===== config.mk =====
export PLATFORM = sky130hd
export DESIGN_NAME = ofa_addr_unit
export DESIGN_NICKNAME = d
export VERILOG_FILES = /design/src/hw/ofa_pkg.sv /design/src/hw/ofa_regfile_if.sv /design/src/hw/ofa_addr_unit.sv /design/src/hw/ofa_regfile.sv
export VERILOG_INCLUDE_DIRS = /design/src /design/src/hw
export SDC_FILE = /design/constraint.sdc
export NUM_CORES = 1
export LEC_CHECK = 0
export BUFFER_PORTS_ARGS = -buffer_cell sky130_fd_sc_hd__buf_2
export CAP_MARGIN = 5
export CORE_MARGIN = 2
export CORE_UTILIZATION = 45
export CTS_CLUSTER_DIAMETER = 60
export DETAILED_ROUTE_END_ITERATION = 12
export SYNTH_ARGS = -nofsm -noshare
export SYNTH_HDL_FRONTEND = slang
export SYNTH_SLANG_ARGS = --single-unit

===== constraint.sdc =====
create_clock -name clk_sys -period 4.95 [get_ports clk_sys]
set_input_delay 0.2475 -clock clk_sys [delete_from_list [all_inputs] [get_ports clk_sys]]
set_output_delay 0.2475 -clock clk_sys [all_outputs]
set_load 0.03 [all_outputs]

===== src/hw/ofa_map.svh =====
// constants of the operand format and address unit
`ifndef OFA_MAP_SVH
`define OFA_MAP_SVH
`define OFA_ADDR_W 24
`define OFA_REG_W 32
`define OFA_NUM_REGS 8
`define OFA_NUM_INSN_TYPES 65
`define OFA_STEP_BYTE 32'h00000001
`define OFA_STEP_WORD 32'h00000002
`define OFA_STEP_LONG 32'h00000004
`define OFA_BCD_HI_MSB 7
`define OFA_BCD_HI_LSB 4
`define OFA_BCD_LO_MSB 3
`define OFA_BCD_LO_LSB 0
`define OFA_REG_RESET 32'h00000000
`endif


===== src/hw/ofa_pkg.sv =====
// types of the operand format and address unit
package ofa_pkg;
  typedef enum logic [2:0] {
    OFA_MODE_REG_DIRECT,
    OFA_MODE_REG_INDIRECT,
    OFA_MODE_DISP,
    OFA_MODE_INC_DEC,
    OFA_MODE_ABSOLUTE,
    OFA_MODE_IMMEDIATE,
    OFA_MODE_PC_REL,
    OFA_MODE_MEM_INDIRECT
  } ofa_mode_type;
  typedef enum logic [1:0] {
    OFA_SIZE_BYTE,
    OFA_SIZE_WORD,
    OFA_SIZE_LONG,
    OFA_SIZE_BIT
  } ofa_size_type;
  typedef enum logic [2:0] {
    OFA_OP_PASS,
    OFA_OP_ADD,
    OFA_OP_SUB,
    OFA_OP_BIT_SET,
    OFA_OP_BIT_CLR,
    OFA_OP_BIT_NOT,
    OFA_OP_DEC_ADJ_ADD,
    OFA_OP_DEC_ADJ_SUB
  } ofa_op_type;
endpackage


===== src/hw/ofa_regfile_if.sv =====
// register file port bundle between the address unit and its register memory
`timescale 1ns/1ps
interface ofa_regfile_if;
  logic [2:0] rd_idx;
  logic [31:0] rd_data;
  logic wr_en;
  logic [2:0] wr_idx;
  logic [31:0] wr_data;
  modport core (output rd_idx, input rd_data, output wr_en, output wr_idx, output wr_data);
  modport mem (input rd_idx, output rd_data, input wr_en, input wr_idx, input wr_data);
endinterface


===== src/hw/ofa_addr_unit.sv =====
// operand format and effective address unit of the cpu core
//
// Summary of operation
// handles bit, bcd, byte, word, longword operands
// bit ops touch one bit 0..7
// decimal adjust treats byte as two digits
// bcd upper digit 7:4, lower 3:0
// memory big-endian, msb at even address
// eight addressing modes supported
// displacement 16 or 32 added to register
// post-increment after, pre-decrement before access
// effective address truncated to 24 bits
// decoder recognises 65 instruction types
// byte, word, longword sizes for transfers
// register half splits into high/low bytes
`timescale 1ns/1ps
`include "ofa_map.svh"
module ofa_addr_unit
(
  input wire logic clk_sys, // system clock
  input wire logic resetn, // async reset, active low
  input wire logic req, // start one operation, pulse
  input wire ofa_pkg::ofa_mode_type mode, // addressing mode
  input wire ofa_pkg::ofa_size_type size, // operand size
  input wire ofa_pkg::ofa_op_type op, // operand operation
  input wire logic [2:0] reg_idx, // long address register index
  input wire logic use_word_half, // select upper 16-bit half
  input wire logic use_high_byte, // select high byte of the half
  input wire logic [2:0] bit_pos, // bit position for bit ops
  input wire logic disp_long, // 32-bit displacement, else 16-bit
  input wire logic [31:0] ext_word, // displacement, absolute or immediate
  input wire logic [23:0] pc, // program counter
  input wire logic [31:0] mem_ind_ptr, // pointer read at memory indirect slot
  input wire logic [6:0] insn_type, // instruction type code
  input wire logic [31:0] operand_b, // second operand
  input wire logic carry_in, // carry flag for decimal adjust
  input wire logic half_carry_in, // half carry for decimal adjust
  output logic done, // result valid, pulse
  output logic [23:0] eff_addr, // effective address to bus
  output logic [31:0] result, // operand result
  output logic [31:0] mem_bytes, // result placed msb first
  output logic [3:0] mem_lanes, // byte lanes in use, msb at base
  output logic insn_valid // instruction type recognised
);
  // ------------------------------------------------------------
  // register memory access
  // ------------------------------------------------------------
  ofa_regfile_if rf();
  ofa_regfile u_regfile (.clk_sys(clk_sys), .resetn(resetn), .rf(rf.mem));

  typedef enum logic [1:0] {ST_IDLE, ST_READ, ST_EXEC} ofa_state_type;
  ofa_state_type state_r;
  ofa_pkg::ofa_mode_type mode_r;
  ofa_pkg::ofa_size_type size_r;
  ofa_pkg::ofa_op_type op_r;
  logic [2:0] idx_r;
  logic half_r, hbyte_r, dlong_r;
  logic [2:0] bpos_r;
  logic [31:0] ext_r, opb_r, ptr_r;
  logic [23:0] pc_r;
  logic [6:0] itype_r;
  logic c_r, h_r;

  function automatic logic [31:0] size_step(input ofa_pkg::ofa_size_type s);
    case (s)
      ofa_pkg::OFA_SIZE_WORD: size_step = `OFA_STEP_WORD;
      ofa_pkg::OFA_SIZE_LONG: size_step = `OFA_STEP_LONG;
      default: size_step = `OFA_STEP_BYTE;
    endcase
  endfunction

  // pick the 8-bit register out of a 32-bit long register
  function automatic logic [7:0] pick_byte(input logic [31:0] r, input logic hw, input logic hb);
    logic [15:0] half;
    half = hw ? r[31:16] : r[15:0];
    pick_byte = hb ? half[15:8] : half[7:0];
  endfunction

  always_ff @(posedge clk_sys or negedge resetn)
  begin
    if (!resetn)
      state_r <= ST_IDLE;
    else
      case (state_r)
        ST_IDLE: if (req) state_r <= ST_READ;
        ST_READ: state_r <= ST_EXEC;
        ST_EXEC: state_r <= ST_IDLE;
        default: state_r <= ST_IDLE;
      endcase
  end

  always_ff @(posedge clk_sys or negedge resetn)
  begin
    if (!resetn)
    begin
      mode_r <= ofa_pkg::OFA_MODE_REG_DIRECT;
      size_r <= ofa_pkg::OFA_SIZE_BYTE;
      op_r <= ofa_pkg::OFA_OP_PASS;
      idx_r <= 3'h0;
      half_r <= 1'b0;
      hbyte_r <= 1'b0;
      dlong_r <= 1'b0;
      bpos_r <= 3'h0;
      ext_r <= 32'h0;
      opb_r <= 32'h0;
      ptr_r <= 32'h0;
      pc_r <= 24'h0;
      itype_r <= 7'h0;
      c_r <= 1'b0;
      h_r <= 1'b0;
    end
    else if (state_r == ST_IDLE && req)
    begin
      mode_r <= mode;
      size_r <= size;
      op_r <= op;
      idx_r <= reg_idx;
      half_r <= use_word_half;
      hbyte_r <= use_high_byte;
      dlong_r <= disp_long;
      bpos_r <= bit_pos;
      ext_r <= ext_word;
      opb_r <= operand_b;
      ptr_r <= mem_ind_ptr;
      pc_r <= pc;
      itype_r <= insn_type;
      c_r <= carry_in;
      h_r <= half_carry_in;
    end
  end

  // ------------------------------------------------------------
  // effective address and pointer update
  // ------------------------------------------------------------
  logic [31:0] areg, ea_full, disp, step, rd_val;
  logic [7:0] byte_in, byte_out, adj;
  logic [31:0] res_nxt;

  assign areg = rf.rd_data;
  assign step = size_step(size_r);
  assign disp = dlong_r ? ext_r : {{16{ext_r[15]}}, ext_r[15:0]};

  always_comb
  begin
    case (mode_r)
      ofa_pkg::OFA_MODE_REG_INDIRECT: ea_full = areg;
      ofa_pkg::OFA_MODE_DISP: ea_full = areg + disp;
      ofa_pkg::OFA_MODE_INC_DEC: ea_full = op_r == ofa_pkg::OFA_OP_SUB ? areg - step : areg;
      ofa_pkg::OFA_MODE_ABSOLUTE: ea_full = ext_r;
      ofa_pkg::OFA_MODE_PC_REL: ea_full = {8'h0, pc_r} + disp;
      ofa_pkg::OFA_MODE_MEM_INDIRECT: ea_full = ptr_r;
      default: ea_full = 32'h0;
    endcase
  end

  // in the inc/dec mode op SUB means pre-decrement, anything else post-increment
  assign rf.rd_idx = state_r == ST_IDLE ? reg_idx : idx_r;
  assign rf.wr_en = state_r == ST_EXEC && mode_r == ofa_pkg::OFA_MODE_INC_DEC;
  assign rf.wr_idx = idx_r;
  assign rf.wr_data = op_r == ofa_pkg::OFA_OP_SUB ? areg - step : areg + step;

  // ------------------------------------------------------------
  // operand formats
  // ------------------------------------------------------------
  assign rd_val = mode_r == ofa_pkg::OFA_MODE_IMMEDIATE ? ext_r : areg;
  assign byte_in = pick_byte(rd_val, half_r, hbyte_r);

  // packed bcd: upper digit 7:4, lower 3:0
  always_comb
  begin
    adj = 8'h0;
    if (op_r == ofa_pkg::OFA_OP_DEC_ADJ_ADD)
    begin
      if (h_r || byte_in[`OFA_BCD_LO_MSB:`OFA_BCD_LO_LSB] > 4'h9) adj[3:0] = 4'h6;
      if (c_r || byte_in > 8'h99) adj[7:4] = 4'h6;
    end
    else
    begin
      if (h_r) adj[3:0] = 4'h6;
      if (c_r) adj[7:4] = 4'h6;
    end
  end

  always_comb
  begin
    byte_out = byte_in;
    case (op_r)
      ofa_pkg::OFA_OP_BIT_SET: byte_out[bpos_r] = 1'b1;
      ofa_pkg::OFA_OP_BIT_CLR: byte_out[bpos_r] = 1'b0;
      ofa_pkg::OFA_OP_BIT_NOT: byte_out[bpos_r] = ~byte_in[bpos_r];
      ofa_pkg::OFA_OP_DEC_ADJ_ADD: byte_out = byte_in + adj;
      ofa_pkg::OFA_OP_DEC_ADJ_SUB: byte_out = byte_in - adj;
      default: byte_out = byte_in;
    endcase
  end

  always_comb
  begin
    logic [31:0] a;
    a = 32'h0;
    case (size_r)
      ofa_pkg::OFA_SIZE_LONG: a = rd_val;
      ofa_pkg::OFA_SIZE_WORD: a = {16'h0, half_r ? rd_val[31:16] : rd_val[15:0]};
      default: a = {24'h0, byte_in};
    endcase
    case (op_r)
      ofa_pkg::OFA_OP_ADD: res_nxt = a + opb_r;
      ofa_pkg::OFA_OP_SUB: res_nxt = mode_r == ofa_pkg::OFA_MODE_INC_DEC ? a : a - opb_r;
      ofa_pkg::OFA_OP_PASS: res_nxt = a;
      default: res_nxt = {24'h0, byte_out};
    endcase
    case (size_r)
      ofa_pkg::OFA_SIZE_WORD: res_nxt = {16'h0, res_nxt[15:0]};
      ofa_pkg::OFA_SIZE_LONG: res_nxt = res_nxt;
      default: res_nxt = {24'h0, res_nxt[7:0]};
    endcase
  end

  // ------------------------------------------------------------
  // outputs
  // ------------------------------------------------------------
  always_ff @(posedge clk_sys or negedge resetn)
  begin
    if (!resetn)
    begin
      done <= 1'b0;
      eff_addr <= 24'h0;
      result <= 32'h0;
      mem_bytes <= 32'h0;
      mem_lanes <= 4'h0;
      insn_valid <= 1'b0;
    end
    else
    begin
      done <= state_r == ST_EXEC;
      if (state_r == ST_EXEC)
      begin
        eff_addr <= ea_full[`OFA_ADDR_W-1:0];
        result <= res_nxt;
        // lane 3 is the base address; msb goes there
        case (size_r)
          ofa_pkg::OFA_SIZE_LONG:
          begin
            mem_bytes <= res_nxt;
            mem_lanes <= 4'hf;
          end
          ofa_pkg::OFA_SIZE_WORD:
          begin
            mem_bytes <= {res_nxt[15:0], 16'h0};
            mem_lanes <= 4'hc;
          end
          default:
          begin
            mem_bytes <= {res_nxt[7:0], 24'h0};
            mem_lanes <= 4'h8;
          end
        endcase
        insn_valid <= itype_r < 7'(`OFA_NUM_INSN_TYPES);
      end
    end
  end

  // ------------------------------------------------------------
  // checks
  // ------------------------------------------------------------
  AST_DONE_TIMING: assert property (@(posedge clk_sys) disable iff (!resetn)
    (state_r == ST_IDLE && req) |-> ##3 done) else $error("done not three cycles after req");
  AST_ADDR_24: assert property (@(posedge clk_sys) disable iff (!resetn)
    state_r == ST_EXEC |=> eff_addr == $past(ea_full[23:0])) else $error("address not truncated");
  AST_POSTINC: assert property (@(posedge clk_sys) disable iff (!resetn)
    (state_r == ST_EXEC && mode_r == ofa_pkg::OFA_MODE_INC_DEC && op_r != ofa_pkg::OFA_OP_SUB)
    |-> rf.wr_data == areg + step && ea_full == areg) else $error("post-increment wrong");
  AST_PREDEC: assert property (@(posedge clk_sys) disable iff (!resetn)
    (state_r == ST_EXEC && mode_r == ofa_pkg::OFA_MODE_INC_DEC && op_r == ofa_pkg::OFA_OP_SUB)
    |-> ea_full == rf.wr_data) else $error("pre-decrement wrong");
  AST_DISP16: assert property (@(posedge clk_sys) disable iff (!resetn)
    (state_r == ST_EXEC && mode_r == ofa_pkg::OFA_MODE_DISP && !dlong_r)
    |-> ea_full == areg + {{16{ext_r[15]}}, ext_r[15:0]}) else $error("16-bit displacement wrong");
  AST_BIT_ONLY: assert property (@(posedge clk_sys) disable iff (!resetn)
    (state_r == ST_EXEC && op_r == ofa_pkg::OFA_OP_BIT_SET) |-> byte_out == (byte_in | (8'h1 << bpos_r)))
    else $error("bit op touched other bits");
  AST_WORD_MSB_FIRST: assert property (@(posedge clk_sys) disable iff (!resetn)
    (state_r == ST_EXEC && size_r == ofa_pkg::OFA_SIZE_WORD) |=> mem_bytes[31:24] == result[15:8])
    else $error("word not big-endian");
  AST_INSN_RANGE: assert property (@(posedge clk_sys) disable iff (!resetn)
    (state_r == ST_EXEC && itype_r == 7'd65) |=> !insn_valid) else $error("type 65 accepted");
  AST_BCD_ADD: assert property (@(posedge clk_sys) disable iff (!resetn)
    (state_r == ST_EXEC && op_r == ofa_pkg::OFA_OP_DEC_ADJ_ADD && !h_r && !c_r && byte_in == 8'h0a)
    |-> byte_out == 8'h10) else $error("decimal adjust wrong");
  // the lower digit wraps by ten whatever the flags say, so every bad lower digit reaches this
  AST_BCD_LOW_DIGIT: assert property (@(posedge clk_sys) disable iff (!resetn)
    (state_r == ST_EXEC && op_r == ofa_pkg::OFA_OP_DEC_ADJ_ADD && byte_in[3:0] > 4'h9)
    |-> byte_out[3:0] == byte_in[3:0] - 4'ha) else $error("lower bcd digit not adjusted");
endmodule // ofa_addr_unit


===== src/hw/ofa_regfile.sv =====
// eight 32-bit long address registers, registered read
`timescale 1ns/1ps
`include "ofa_map.svh"
module ofa_regfile
(
  input wire logic clk_sys, // system clock
  input wire logic resetn, // async reset, active low
  ofa_regfile_if.mem rf // register port
);
  logic [31:0] regs_r [0:`OFA_NUM_REGS-1];
  logic [31:0] rd_data_r;

  always_ff @(posedge clk_sys or negedge resetn)
  begin
    if (!resetn)
    begin
      for (int i = 0; i < `OFA_NUM_REGS; i++)
        regs_r[i] <= `OFA_REG_RESET;
    end
    else if (rf.wr_en)
      regs_r[rf.wr_idx] <= rf.wr_data;
  end

  // write-through so a pre-decremented pointer is seen on the next read
  always_ff @(posedge clk_sys or negedge resetn)
  begin
    if (!resetn)
      rd_data_r <= `OFA_REG_RESET;
    else if (rf.wr_en && rf.wr_idx == rf.rd_idx)
      rd_data_r <= rf.wr_data;
    else
      rd_data_r <= regs_r[rf.rd_idx];
  end

  assign rf.rd_data = rd_data_r;
endmodule // ofa_regfile


== After elaboration in Yosys (flattened, before gate mapping) ==
Index checks and enable logic that the tools add are counted.

* Logic and storage cells: 117
* Output and inout port bits: 94
* Flip-flop bits (word level): 522

* Eq/ne operators: 20
* Bitwise operators: 6
* Add/subtract/negate cells: 8
* Muxes and demuxes: 35
* Reductions and logical operators: 9
* Order comparisons: 8

{| class="wikitable"
|+ Operators with widths
! operator !! count
|-
| $bwmux 256 || 1
|-
| $mux 32 || 7
|-
| $pmux 32 s2 || 3
|-
| $pmux 24 s6 || 1
|-
| $bmux 32 s3 || 1
|-
| $demux 32 s3 || 1
|-
| $pmux 32 s3 || 1
|-
| $add 24x24->24 || 2
|-
| $mux 24 || 2
|-
| $pmux 8 s5 || 1
|-
| $add 32x3->32 || 1
|-
| $add 32x32->32 || 1
|-
| $sub 32x3->32 || 1
|-
| $sub 32x32->32 || 1
|-
| $eq 3x3->1 const B || 8
|-
| $mux 16 || 1
|-
| $mux 8 || 2
|-
| $mux 3 || 5
|-
| $eq 3x2->1 const B || 4
|-
| $pmux 3 s2 || 2
|-
| $add 8x8->8 || 1
|-
| $and 8x8->8 || 1
|-
| $bwmux 8 || 1
|-
| $ge 4x4->1 const B || 2
|-
| 25 further kinds || 35
|}

== Longest topological paths before layout ==
Gate-level depths: netlist of the first run.

* Depth after elaboration: 13
* Depth in mapped cells: 23
* Gate-level depth less buffers: 20

== Cells and area by module ==
Synthesis of the first run repeated with hierarchy kept, for this count alone.

* Cell total of the unflattened synthesis: 2796
* Area total of the unflattened synthesis: 30713.2 um^2

{| class="wikitable"
|+ Modules (own cells, without submodules)
! module !! seq. area each (um^2) !! cells each !! area an instance (um^2) !! times used
|-
| ofa_addr_unit || 5830.6 || 2061 || 17888.4 || 1
|-
| ofa_regfile || 7206.9 || 735 || 12824.8 || 1
|}

== Worst setup path after synthesis of the first run ==
OpenSTA, ideal clock, no wires.

* Path kind: register to register
* Start point: reg mode_r[1]
* End point: reg mem_bytes[22]
* Arrival: 4.396 ns
* Setup slack: 0.430 ns
* Stages on the path, launching flop included: 24
* Setup time: 0.124 ns
* Cell sequence: dfrtp_1 > buf_6 > nand3b_4 > buf_6 > buf_6 > mux2_1 > nor2_1 > a21oi_1 > mux2i_1 > a21oi_1 > inv_1 > ha_1 > inv_1 > fa_1 > a21o_1 > a221oi_2 > o211ai_1 > a21oi_1 > o41a_1 > o21ai_0 > a221o_1 > a21oi_1 > nor2_1 > a211o_1

* Longest elaborated chain between the ends: 13
* Elaborated cells on any way between the ends: 28
* Classes of those cells: 4 x add/sub; 2 x order compare; 2 x eq/ne; 15 x mux; 3 x bitwise; 2 x reduce/logical

{| class="wikitable"
|+ RTL lines
! element !! line !! text
|-
| start, declared || ofa_addr_unit.sv:53 || <nowiki>ofa_pkg::ofa_mode_type mode_r;</nowiki>
|-
| start signal, assigned || ofa_addr_unit.sv:96 || <nowiki>mode_r <= ofa_pkg::OFA_MODE_REG_DIRECT;</nowiki>
|-
| start signal, assigned || ofa_addr_unit.sv:114 || <nowiki>mode_r <= mode;</nowiki>
|-
| $eq 3x3->1 || ofa_addr_unit.sv:165 || <nowiki>assign rd_val = mode_r == ofa_pkg::OFA_MODE_IMMEDIATE ? ext_r : areg;</nowiki>
|-
| $mux 32 || ofa_addr_unit.sv:165 ||
|-
| $mux 16 || ofa_addr_unit.sv:75, ofa_addr_unit.sv:203 ||
|-
| $mux 8 || ofa_addr_unit.sv:76 || <nowiki>pick_byte = hb ? half[15:8] : half[7:0];</nowiki>
|-
| $gt 8x8->1 / $gt 4x4->1 (equally long branches) || ofa_addr_unit.sv:175, ofa_addr_unit.sv:174 ||
|-
| $logic_or 1x1->1 (on tied branches) || ofa_addr_unit.sv:175, ofa_addr_unit.sv:174 ||
|-
| $mux 3 (on tied branches) || ofa_addr_unit.sv:175, ofa_addr_unit.sv:174 ||
|-
| $mux 8 || ofa_addr_unit.sv:172 || <nowiki>if (op_r == ofa_pkg::OFA_OP_DEC_ADJ_ADD)</nowiki>
|-
| $sub 8x8->8 / $add 8x8->8 (equally long branches) || ofa_addr_unit.sv:192, ofa_addr_unit.sv:191 ||
|-
| $pmux 8 s5 || ofa_addr_unit.sv:187 || <nowiki>case (op_r)</nowiki>
|-
| $pmux 32 s3 * || ofa_addr_unit.sv:206 || <nowiki>case (op_r)</nowiki>
|-
| $pmux 32 s2 * || ofa_addr_unit.sv:212 || <nowiki>case (size_r)</nowiki>
|-
| $pmux 32 s2 * || ofa_addr_unit.sv:241 || <nowiki>case (size_r)</nowiki>
|-
| end signal, assigned || ofa_addr_unit.sv:244 || <nowiki>mem_bytes <= res_nxt;</nowiki>
|-
| end signal, assigned || ofa_addr_unit.sv:249 || <nowiki>mem_bytes <= {res_nxt[15:0], 16'h0};</nowiki>
|-
| end signal, assigned || ofa_addr_unit.sv:254 || <nowiki>mem_bytes <= {res_nxt[7:0], 24'h0};</nowiki>
|-
| end, declared || ofa_addr_unit.sv:41 || <nowiki>output logic [31:0] mem_bytes,</nowiki>
|}

Mark *: on every way between the ends. The rest lies on a longest branch, timed or not. The select of a mux whose other input is x is not followed.
A chain may end at the register's enable or synchronous reset.

== Worst setup path in the final report of the first run ==
* Start point: reg mode_r[2]
* End point: reg mem_bytes[31]

The elaborated chain is that of the path after synthesis.

==> out/results.ini, run 1 <==
[clocking]
cts_tree=yes
htree_levels=3
cts_max_path_buffers=3
clock_latency_ns=0.64
cts_buffers=66
clk_pin_slew_worst_paths_ns=0.05
cts_sinks=521
clock_tree.root_cell=clkbuf_16

[sta]
finalSetupTns_ns=0
worst_slew_pin_slew_ns=1.06
maxSlewViolCount=0
min_period_ns=4.77
clock.fmax_mhz=209
relSlewSlack_pct=29.1
rsz0062_at_grt=false
finClkSkew_ns=0.0501
finalCritPeriodShare_pct=96.5
hold_viol_final=0
finalSetupViolCount=0

[synthesis]
synth_top_family_by_area=compound AO/OA/AOI/OAI gates
yosys.area_share.simple_pct=13.9
synthMuxAreaShare_pct=11.9
netlist_instances=3146
synth_xor_area_share_pct=2.59
synth_area_leaders=dfrtp_1 (43%), o21ai_0 (6.8%), nand2_1 (6.3%), mux2_2 (4.9%), mux4_2 (4.8%)
yosysMostFrequentCell=dfrtp_1
synth_top_area_share_pct=43.3
synth_cell_types=109
syn-num-nets=3406
synth_area_sq_um=30100
yosys_warnings=0
synth_edf_count=0
syn_area_per_cell_sq_um=9.56
synthAdderAreaFrac_pct=4.74
synth_compound_area_share_pct=19.4
ys_ff_latch=521
ys.flop_type=dfrtp_1
async_reset_ff_share_pct=100
synth_commonest_cells=dfrtp_1 (521), nand2_1 (502), o21ai_0 (409)
synth_top_cell_by_area=dfrtp_1
yosysSeqAreaShare_pct=43.3

[detailed_routing]
ant_nets=0
drc=0
drt-total-wl_mm=113
drt_iter0_drc=2570
dr_wl_met3_mm=6.55
top_layer=met4
vias=26900
wl_met1_mm=46.7
dr.pass1.iters=6
wire_per_inst_um=24.9
met2WireLength_mm=54.4
via_per_inst=5.92

[finish]
area_delta_synth_final_pct=24.1
nNetsFinal=3897
design_area_sq_um=37300
drive_above_1_share_pct=23.4
antenna_cells=0

[power_and_ir_drop]
p_clk_share_pct=27.7
internal-power_uw=10700
pwr-share-seq_pct=31.1
combPwrFrac_pct=41.2
swShare_pct=40.6
peakVddDrop_uv=421
p_per_area_nw_per_um2=481
power.switching_uw=7280
p_leak_uw=0.0173

[global_route]
grt_pass1_wl_mm=172
grt_pass1_vias=27000
grt_use_total_pct=32.6
grt_start_max_net_pins=112
antenna_found_initial=1
grt_overflow=0

[die]
ios=243
start_util_pct=45.6
die_h_um=263
die-area_sq_um=68900
core_sq_um=66000
num_rows=94
die_x_um=263

[worst_setup_path]
cp.required_ns=5.43
crit_top_cell=buf_4
rr_startpoint=mode_r[2]
r2r_cells=20
crit_arrival_ns=5.25
critical_path.slowest_cell=dfrtp_1
cp_max_fo=14
reg2reg_slack_ns=0.18
critPathMaxStageDelay_ns=0.47
worstSetupPathType=reg2reg
worst_setup_path_start_kind=register
rr_endpoint=mem_bytes[31]
end_kind=register
crit_chain=nand3b_4 -> buf_12 -> mux2i_1 -> buf_4 -> a21oi_1 -> mux2i_2 -> a21oi_1 -> ha_1 -> a21o_1 -> o41ai_2 -> buf_4 -> o21ba_2 -> o311ai_1 -> buf_4 -> a211oi_1 -> nor3b_1 -> and3_1 -> o31ai_1 -> buf_4 -> o211ai_1

[status]
status=finished, final reports clean

[job]
cap_viol_max_count=0

[place]
dp_hpwl_mm=83.9
port_buffers=234
placed_area_sq_um=33600
place.gp.congestion=1.03

[min_path]
holdCritPathClass=in2async

==> final cells by class <==
type,count,area [sq um]
repair buffers,631,4660
clock buffers,87,1860
well taps,864,1080
flip-flops and latches,521,13000
fillers,5751,28600
clock inverters,29,427
multi-input cells,2326,15900
inverters,91,342
==> through the flow <==
stage	total power, uW	std cells	util, %	hold slack [ns]	setup slack [ns]
floorplan	9750	3146	-	-0.0481	0.430
global placement	12700	4287	50.9	0.371	0.0810
detailed placement	12800	4287	50.9	0.379	0.0720
CTS	17900	4542	56.5	0.308	0.0700
global route	18800	4549	56.6	0.357	0.00101
finish	18000	4549	56.6	0.271	0.176
==> cells by family (layout without fill, tap and decap cells) <==
logic type / Yosys count / after routing
AO/OA/AOI/OAI: 934 / 934
XOR/XNOR: 89 / 89
adder cells (fa/ha/maj): 111 / 111
buffers and inverters: 300 / 838
flip-flops: 521 / 521
multiplexers: 258 / 258
AND/OR/NAND/NOR: 933 / 934
==> worst max path at each step <==
stage | start | slack [ns] | cells after the start | endpoint
floorplan | mode_r[1] | 0.43 | 23 | mem_bytes[22]
CTS | mode_r[1] | 0.07 | 18 | mem_bytes[30]
detailed placement | mode_r[1] | 0.07 | 19 | mem_bytes[31]
global route | mode_r[2] | 0.001 | 22 | mem_bytes[22]
global placement | mode_r[1] | 0.08 | 22 | mem_bytes[22]
finish | mode_r[2] | 0.18 | 20 | mem_bytes[31]
==> critical path, delay by kind of cell (launching register included) <==
kind	cells	cell delay (ns)
AO/OA/AOI/OAI	9	2.14
adder cells (fa/ha/maj)	1	0.38
buffers and inverters	5	0.96
flip-flops	1	0.47
multiplexers	2	0.24
AND/OR/NAND/NOR	3	0.46
==> what timing repair did <==
item	4_1_cts	5_1_grt
buffers inserted	0	6
endpoints found under the hold margin	228	0
setup endpoints to repair	0	17
resized for setup	0	7
hold buffers	139	0
==> layer usage <==
layer | up-vias | track usage [%]
li1 | 12300 | -
met5 | - | 0
met2 | 1033 | 54.5
met1 | 13400 | 42.4
met4 | 0 | 14.2
met3 | 254 | 4.64
==> power by group through the flow <==
| stage | Combinational [uW] | Clock (uW) | Sequential, uW |
|---|---|---|---|
| after floorplan | 4020 | 0 | 5730 |
| after global placement | 7110 | 0 | 5620 |
| after detailed placement | 7170 | 0 | 5640 |
| after CTS | 7290 | 5050 | 5570 |
| after global routing | 7920 | 5240 | 5650 |
| final | 7400 | 4960 | 5590 |
==> state kept, by name, indices dropped and copies added (netlist names), 32 cells and up <==
register / flops
u_regfile.regs_r: 256
ext_r: 32
mem_bytes: 32
opb_r: 32
result: 32
u_regfile.rf.rd_data: 32
==> placed cells by master, fill, tap and decap left out, types with 9 or more instances in the layout <==
cell type,netlist,routed
o21ai_1,11,11
clkbuf_8,1,11
xnor2_1,45,45
o221ai_1,10,10
o211ai_1,10,10
buf_4,3,246
a221o_1,9,9
clkbuf_1,162,9
mux4_2,64,64
dlygate4sd3_1,0,139
a211oi_1,48,48
nand2b_1,25,24
mux2_2,130,130
nand3_1,38,35
a21oi_1,173,171
o22ai_1,11,11
buf_2,20,233
nor2b_1,47,47
a21o_1,35,35
mux2i_1,54,50
nor2_1,173,169
ha_1,106,105
nor4_1,17,17
nor3_1,39,39
a31oi_1,24,24
clkbuf_16,0,67
o21bai_1,18,18
dfrtp_1,521,521
buf_12,0,12
a221oi_1,20,20
inv_1,88,88
xor2_1,44,44
nand4_1,9,9
nand2_1,502,500
o21ai_0,409,409
and3_1,19,19
a22oi_1,13,13
a22o_1,41,41
No activity file was read; power rests on OpenSTA's default activity.
==> run 2: changes to the inputs <==
- ABC_AREA: default -> 1
- CELL_PAD_IN_SITES_DETAIL_PLACEMENT: default -> 1
- CELL_PAD_IN_SITES_GLOBAL_PLACEMENT: default -> 2
- CORE_UTILIZATION: 45 -> 35
- PLACE_DENSITY_LB_ADDON: default -> 0.1
==> run 2 against run 1 <==
Power grew 33%. Register-to-register slack gained 0.15 ns. First-iteration DRC count shrank 2.1%. Worst hold slack lost 0.12 ns. Critical path depth grew 8. Core utilization shrank 14 points. Clock power grew 11%. Sequential cell count is the same. Sequential share of layout area shrank 2.6 points. Count of clock-buffer cells in the layout grew 9. Worst setup slack gained 0.15 ns. Wire length grew 33%. Critical path type unchanged. Critical endpoint is now mem_bytes[30].
==> out/results.ini, run 2 <==
[sta]
finalSetupViolCount=0  ; unchanged
worst_slew_pin_slew_ns=1.18  ; +0.116 ns
relSlewSlack_pct=21.0  ; -8.1 points
finalSetupTns_ns=0  ; unchanged
maxSlewViolCount=0  ; unchanged
hold_viol_final=0  ; unchanged
finalCritPeriodShare_pct=93.4  ; -3.1 points
min_period_ns=4.62  ; -0.153 ns
finClkSkew_ns=0.0420  ; -0.00814 ns
rsz0062_at_grt=false
clock.fmax_mhz=216  ; +3.3%

[worst_setup_path]
cp_top_family=simple AND/OR/NAND/NOR gates
crit_top_cell=nand2_1
crit_arrival_ns=5.17  ; -0.08 ns
end_kind=register
critical_path.slowest_cell=ha_1
worstSetupPathType=reg2reg
worst_setup_path_start_kind=register
critPathMaxStageDelay_ns=0.48  ; about the same
cp.required_ns=5.49  ; +0.06 ns
path_buf_inv=4  ; -1
cp_max_fo=54  ; +40

[global_route]
grt_pass1_vias=35700  ; +32%
grt_pass1_wl_mm=226  ; +32%
use_met1_pct=38.9  ; -3.5 points
top_usage_layer=met2
antenna_found_initial=1  ; unchanged
grt_overflow=0  ; unchanged
grt_start_max_net_pins=151  ; +35%
grt_use_total_pct=30.3  ; -2.3 points
grt_util_met3_pct=3.09  ; -1.6 points
gr-usage-met2_pct=52.8  ; -1.7 points

[synthesis]
syn_area_per_cell_sq_um=6.85  ; -28%
synth_area_sq_um=33600  ; +12%
yosysSeqAreaShare_pct=38.8  ; -4.5 points
synth_area_leaders=dfrtp_1 (39%), nand2_1 (18%), o21ai_0 (7.7%), inv_1 (5.1%), nand3_1 (4.7%)
ys.flop_type=dfrtp_1
synth_top_cell_by_area=dfrtp_1
synth_edf_count=0  ; unchanged
synth_top_area_share_pct=38.8  ; -4.5 points
yosys_warnings=0  ; unchanged
synth_commonest_cells=nand2_1 (1636), dfrtp_1 (521), o21ai_0 (518)
syn-num-nets=5169  ; +52%
netlist_instances=4909  ; +56%
yosysMostFrequentCell=nand2_1
async_reset_ff_share_pct=100  ; unchanged
ys_ff_latch=521  ; unchanged
synth_cell_types=67  ; -39%

[power_and_ir_drop]
peakVddDrop_uv=355  ; -16%
p_leak_uw=0.0204  ; +18%
p_per_area_nw_per_um2=591  ; +23%

[status]
status=finished, final reports clean

[finish]
largest_reg_flops=256  ; unchanged
area_delta_synth_final_pct=20.0
final_common_cell=nand2_1
drive_above_1_share_pct=11.6  ; -12 points
layout_common_cells=nand2_1 (1634), dfrtp_1 (521), o21ai_0 (515), inv_1 (458), nor2_1 (404)
utilization_pct=42.4  ; -14 points
regMostFlops=u_regfile.regs_r
nNetsFinal=5503  ; +41%

[clocking]
cts_max_path_buffers=3  ; unchanged
clk_pin_slew_worst_paths_ns=0.06  ; about the same
clock_tree.root_cell=clkbuf_16
cts_buffers=73  ; +11%
htree_levels=3  ; unchanged
post_cts_buffers=0  ; unchanged
cts_sinks=521  ; unchanged
cts_tree=yes
clock_latency_ns=0.68  ; +0.04 ns

[job]
cap_viol_max_count=0  ; unchanged

[detailed_routing]
vias=34700  ; +29%
via_per_inst=5.29  ; -11%
drc=0  ; unchanged
dr.pass1.iters=5  ; -1
ant_nets=0  ; unchanged
wire_per_inst_um=22.9  ; -8.0%
drt_iter0_drc=2516  ; -2.1%
drt-total-wl_mm=150  ; +33%

[die]
num_rows=113  ; +20%
core_sq_um=95200  ; +44%
start_util_pct=35.3  ; -10 points
die_x_um=314  ; +20%
die_h_um=314  ; +20%
die-area_sq_um=98500  ; +43%
ios=243  ; unchanged

[min_path]
holdCritPathClass=in2reg

[place]
port_buffers=234  ; unchanged
dp_hpwl_mm=111  ; +32%
place.gp.congestion=0.946  ; -8.4%

-- run 2: power breakdown --
| part | switching (uW) | leakage, uW | internal, uW |
|---|---|---|---|
| clock | 2250 | 0.00122 | 3260 |
| combinational | 8740 | 0.0123 | 3530 |
| sequential | 846 | 0.00688 | 5210 |
| total | 11800 | 0.0204 | 12000 |
-- run 2: timing repair --
| action | CTS | global route |
|---|---|---|
| setup endpoints to repair | 0 | 5 |
| hold buffers | 139 | 0 |
| endpoints found under the hold margin | 217 | 0 |
| gates resized for setup | 0 | 8 |
-- run 2: final cells by class --
class                   instances  area [sq um]
repair buffers                503          3650
inverters                     481          1810
clock buffers                  96          1980
multi-input cells            3663         17700
well taps                    1265          1580
clock inverters                37           533
diodes                          2          5.00
fillers                     12100         54800
flip-flops and latches        521         13000
-- run 2: metrics by stage --
step	total power, uW	area, sq um	setup slack [ns]	cells	hold WS, ns
after floorplan	13400	33600	1.66	4909	-0.0481
after global placement	18100	36400	0.449	6294	0.315
after detailed placement	18200	36400	0.372	6294	0.317
after CTS	23900	40300	0.328	6566	0.0912
after global routing	25400	40300	0.0182	6566	0.153
final	23800	40300	0.328	6568	0.152
-- run 2: path summary, 6_finish.rpt --
| kind | endpoint | startpoint | slack [ns] | depth (start not counted) |
|---|---|---|---|---|
| max in group asynchronous | u_regfile.regs_r[13] | resetn | 3.49 | 3 |
| min reg2reg | insn_valid | itype_r[6] | 0.46 | 1 |
| min in group asynchronous | opb_r[11] | resetn | 0.18 | 2 |
| max reg2reg | mem_bytes[30] | mode_r[1] | 0.33 | 28 |
| min | idx_r[1] | req | 0.15 | 3 |
| max | mem_bytes[30] | mode_r[1] | 0.33 | 28 |
-- run 2: cell families (layout without fill, tap and decap cells) --
logic type / Yosys count / after routing / share of synthesized area (%)
AND/OR/NAND/NOR: 2557 / 2557 / 31.6
buffers and inverters: 725 / 1117 / 8.64
flip-flops: 521 / 521 / 38.8
XOR/XNOR: 29 / 29 / 0.778
other: 0 / 2 / 0
AO/OA/AOI/OAI: 966 / 966 / 16.0
adder cells (fa/ha/maj): 111 / 111 / 4.24
-- run 2: metal layers --
layer / part of all wire [%] / wire, um
met1: 44 / 65700
met4: 3.6 / 5370
met5: 0 / 0
met2: 49 / 73700
met3: 3.8 / 5640
-- run 2: tightest hold or removal path, cell delays in order --
cell	delay, ns
buf_2	0.16
nand2_4	0.24
o21ai_0	0.11
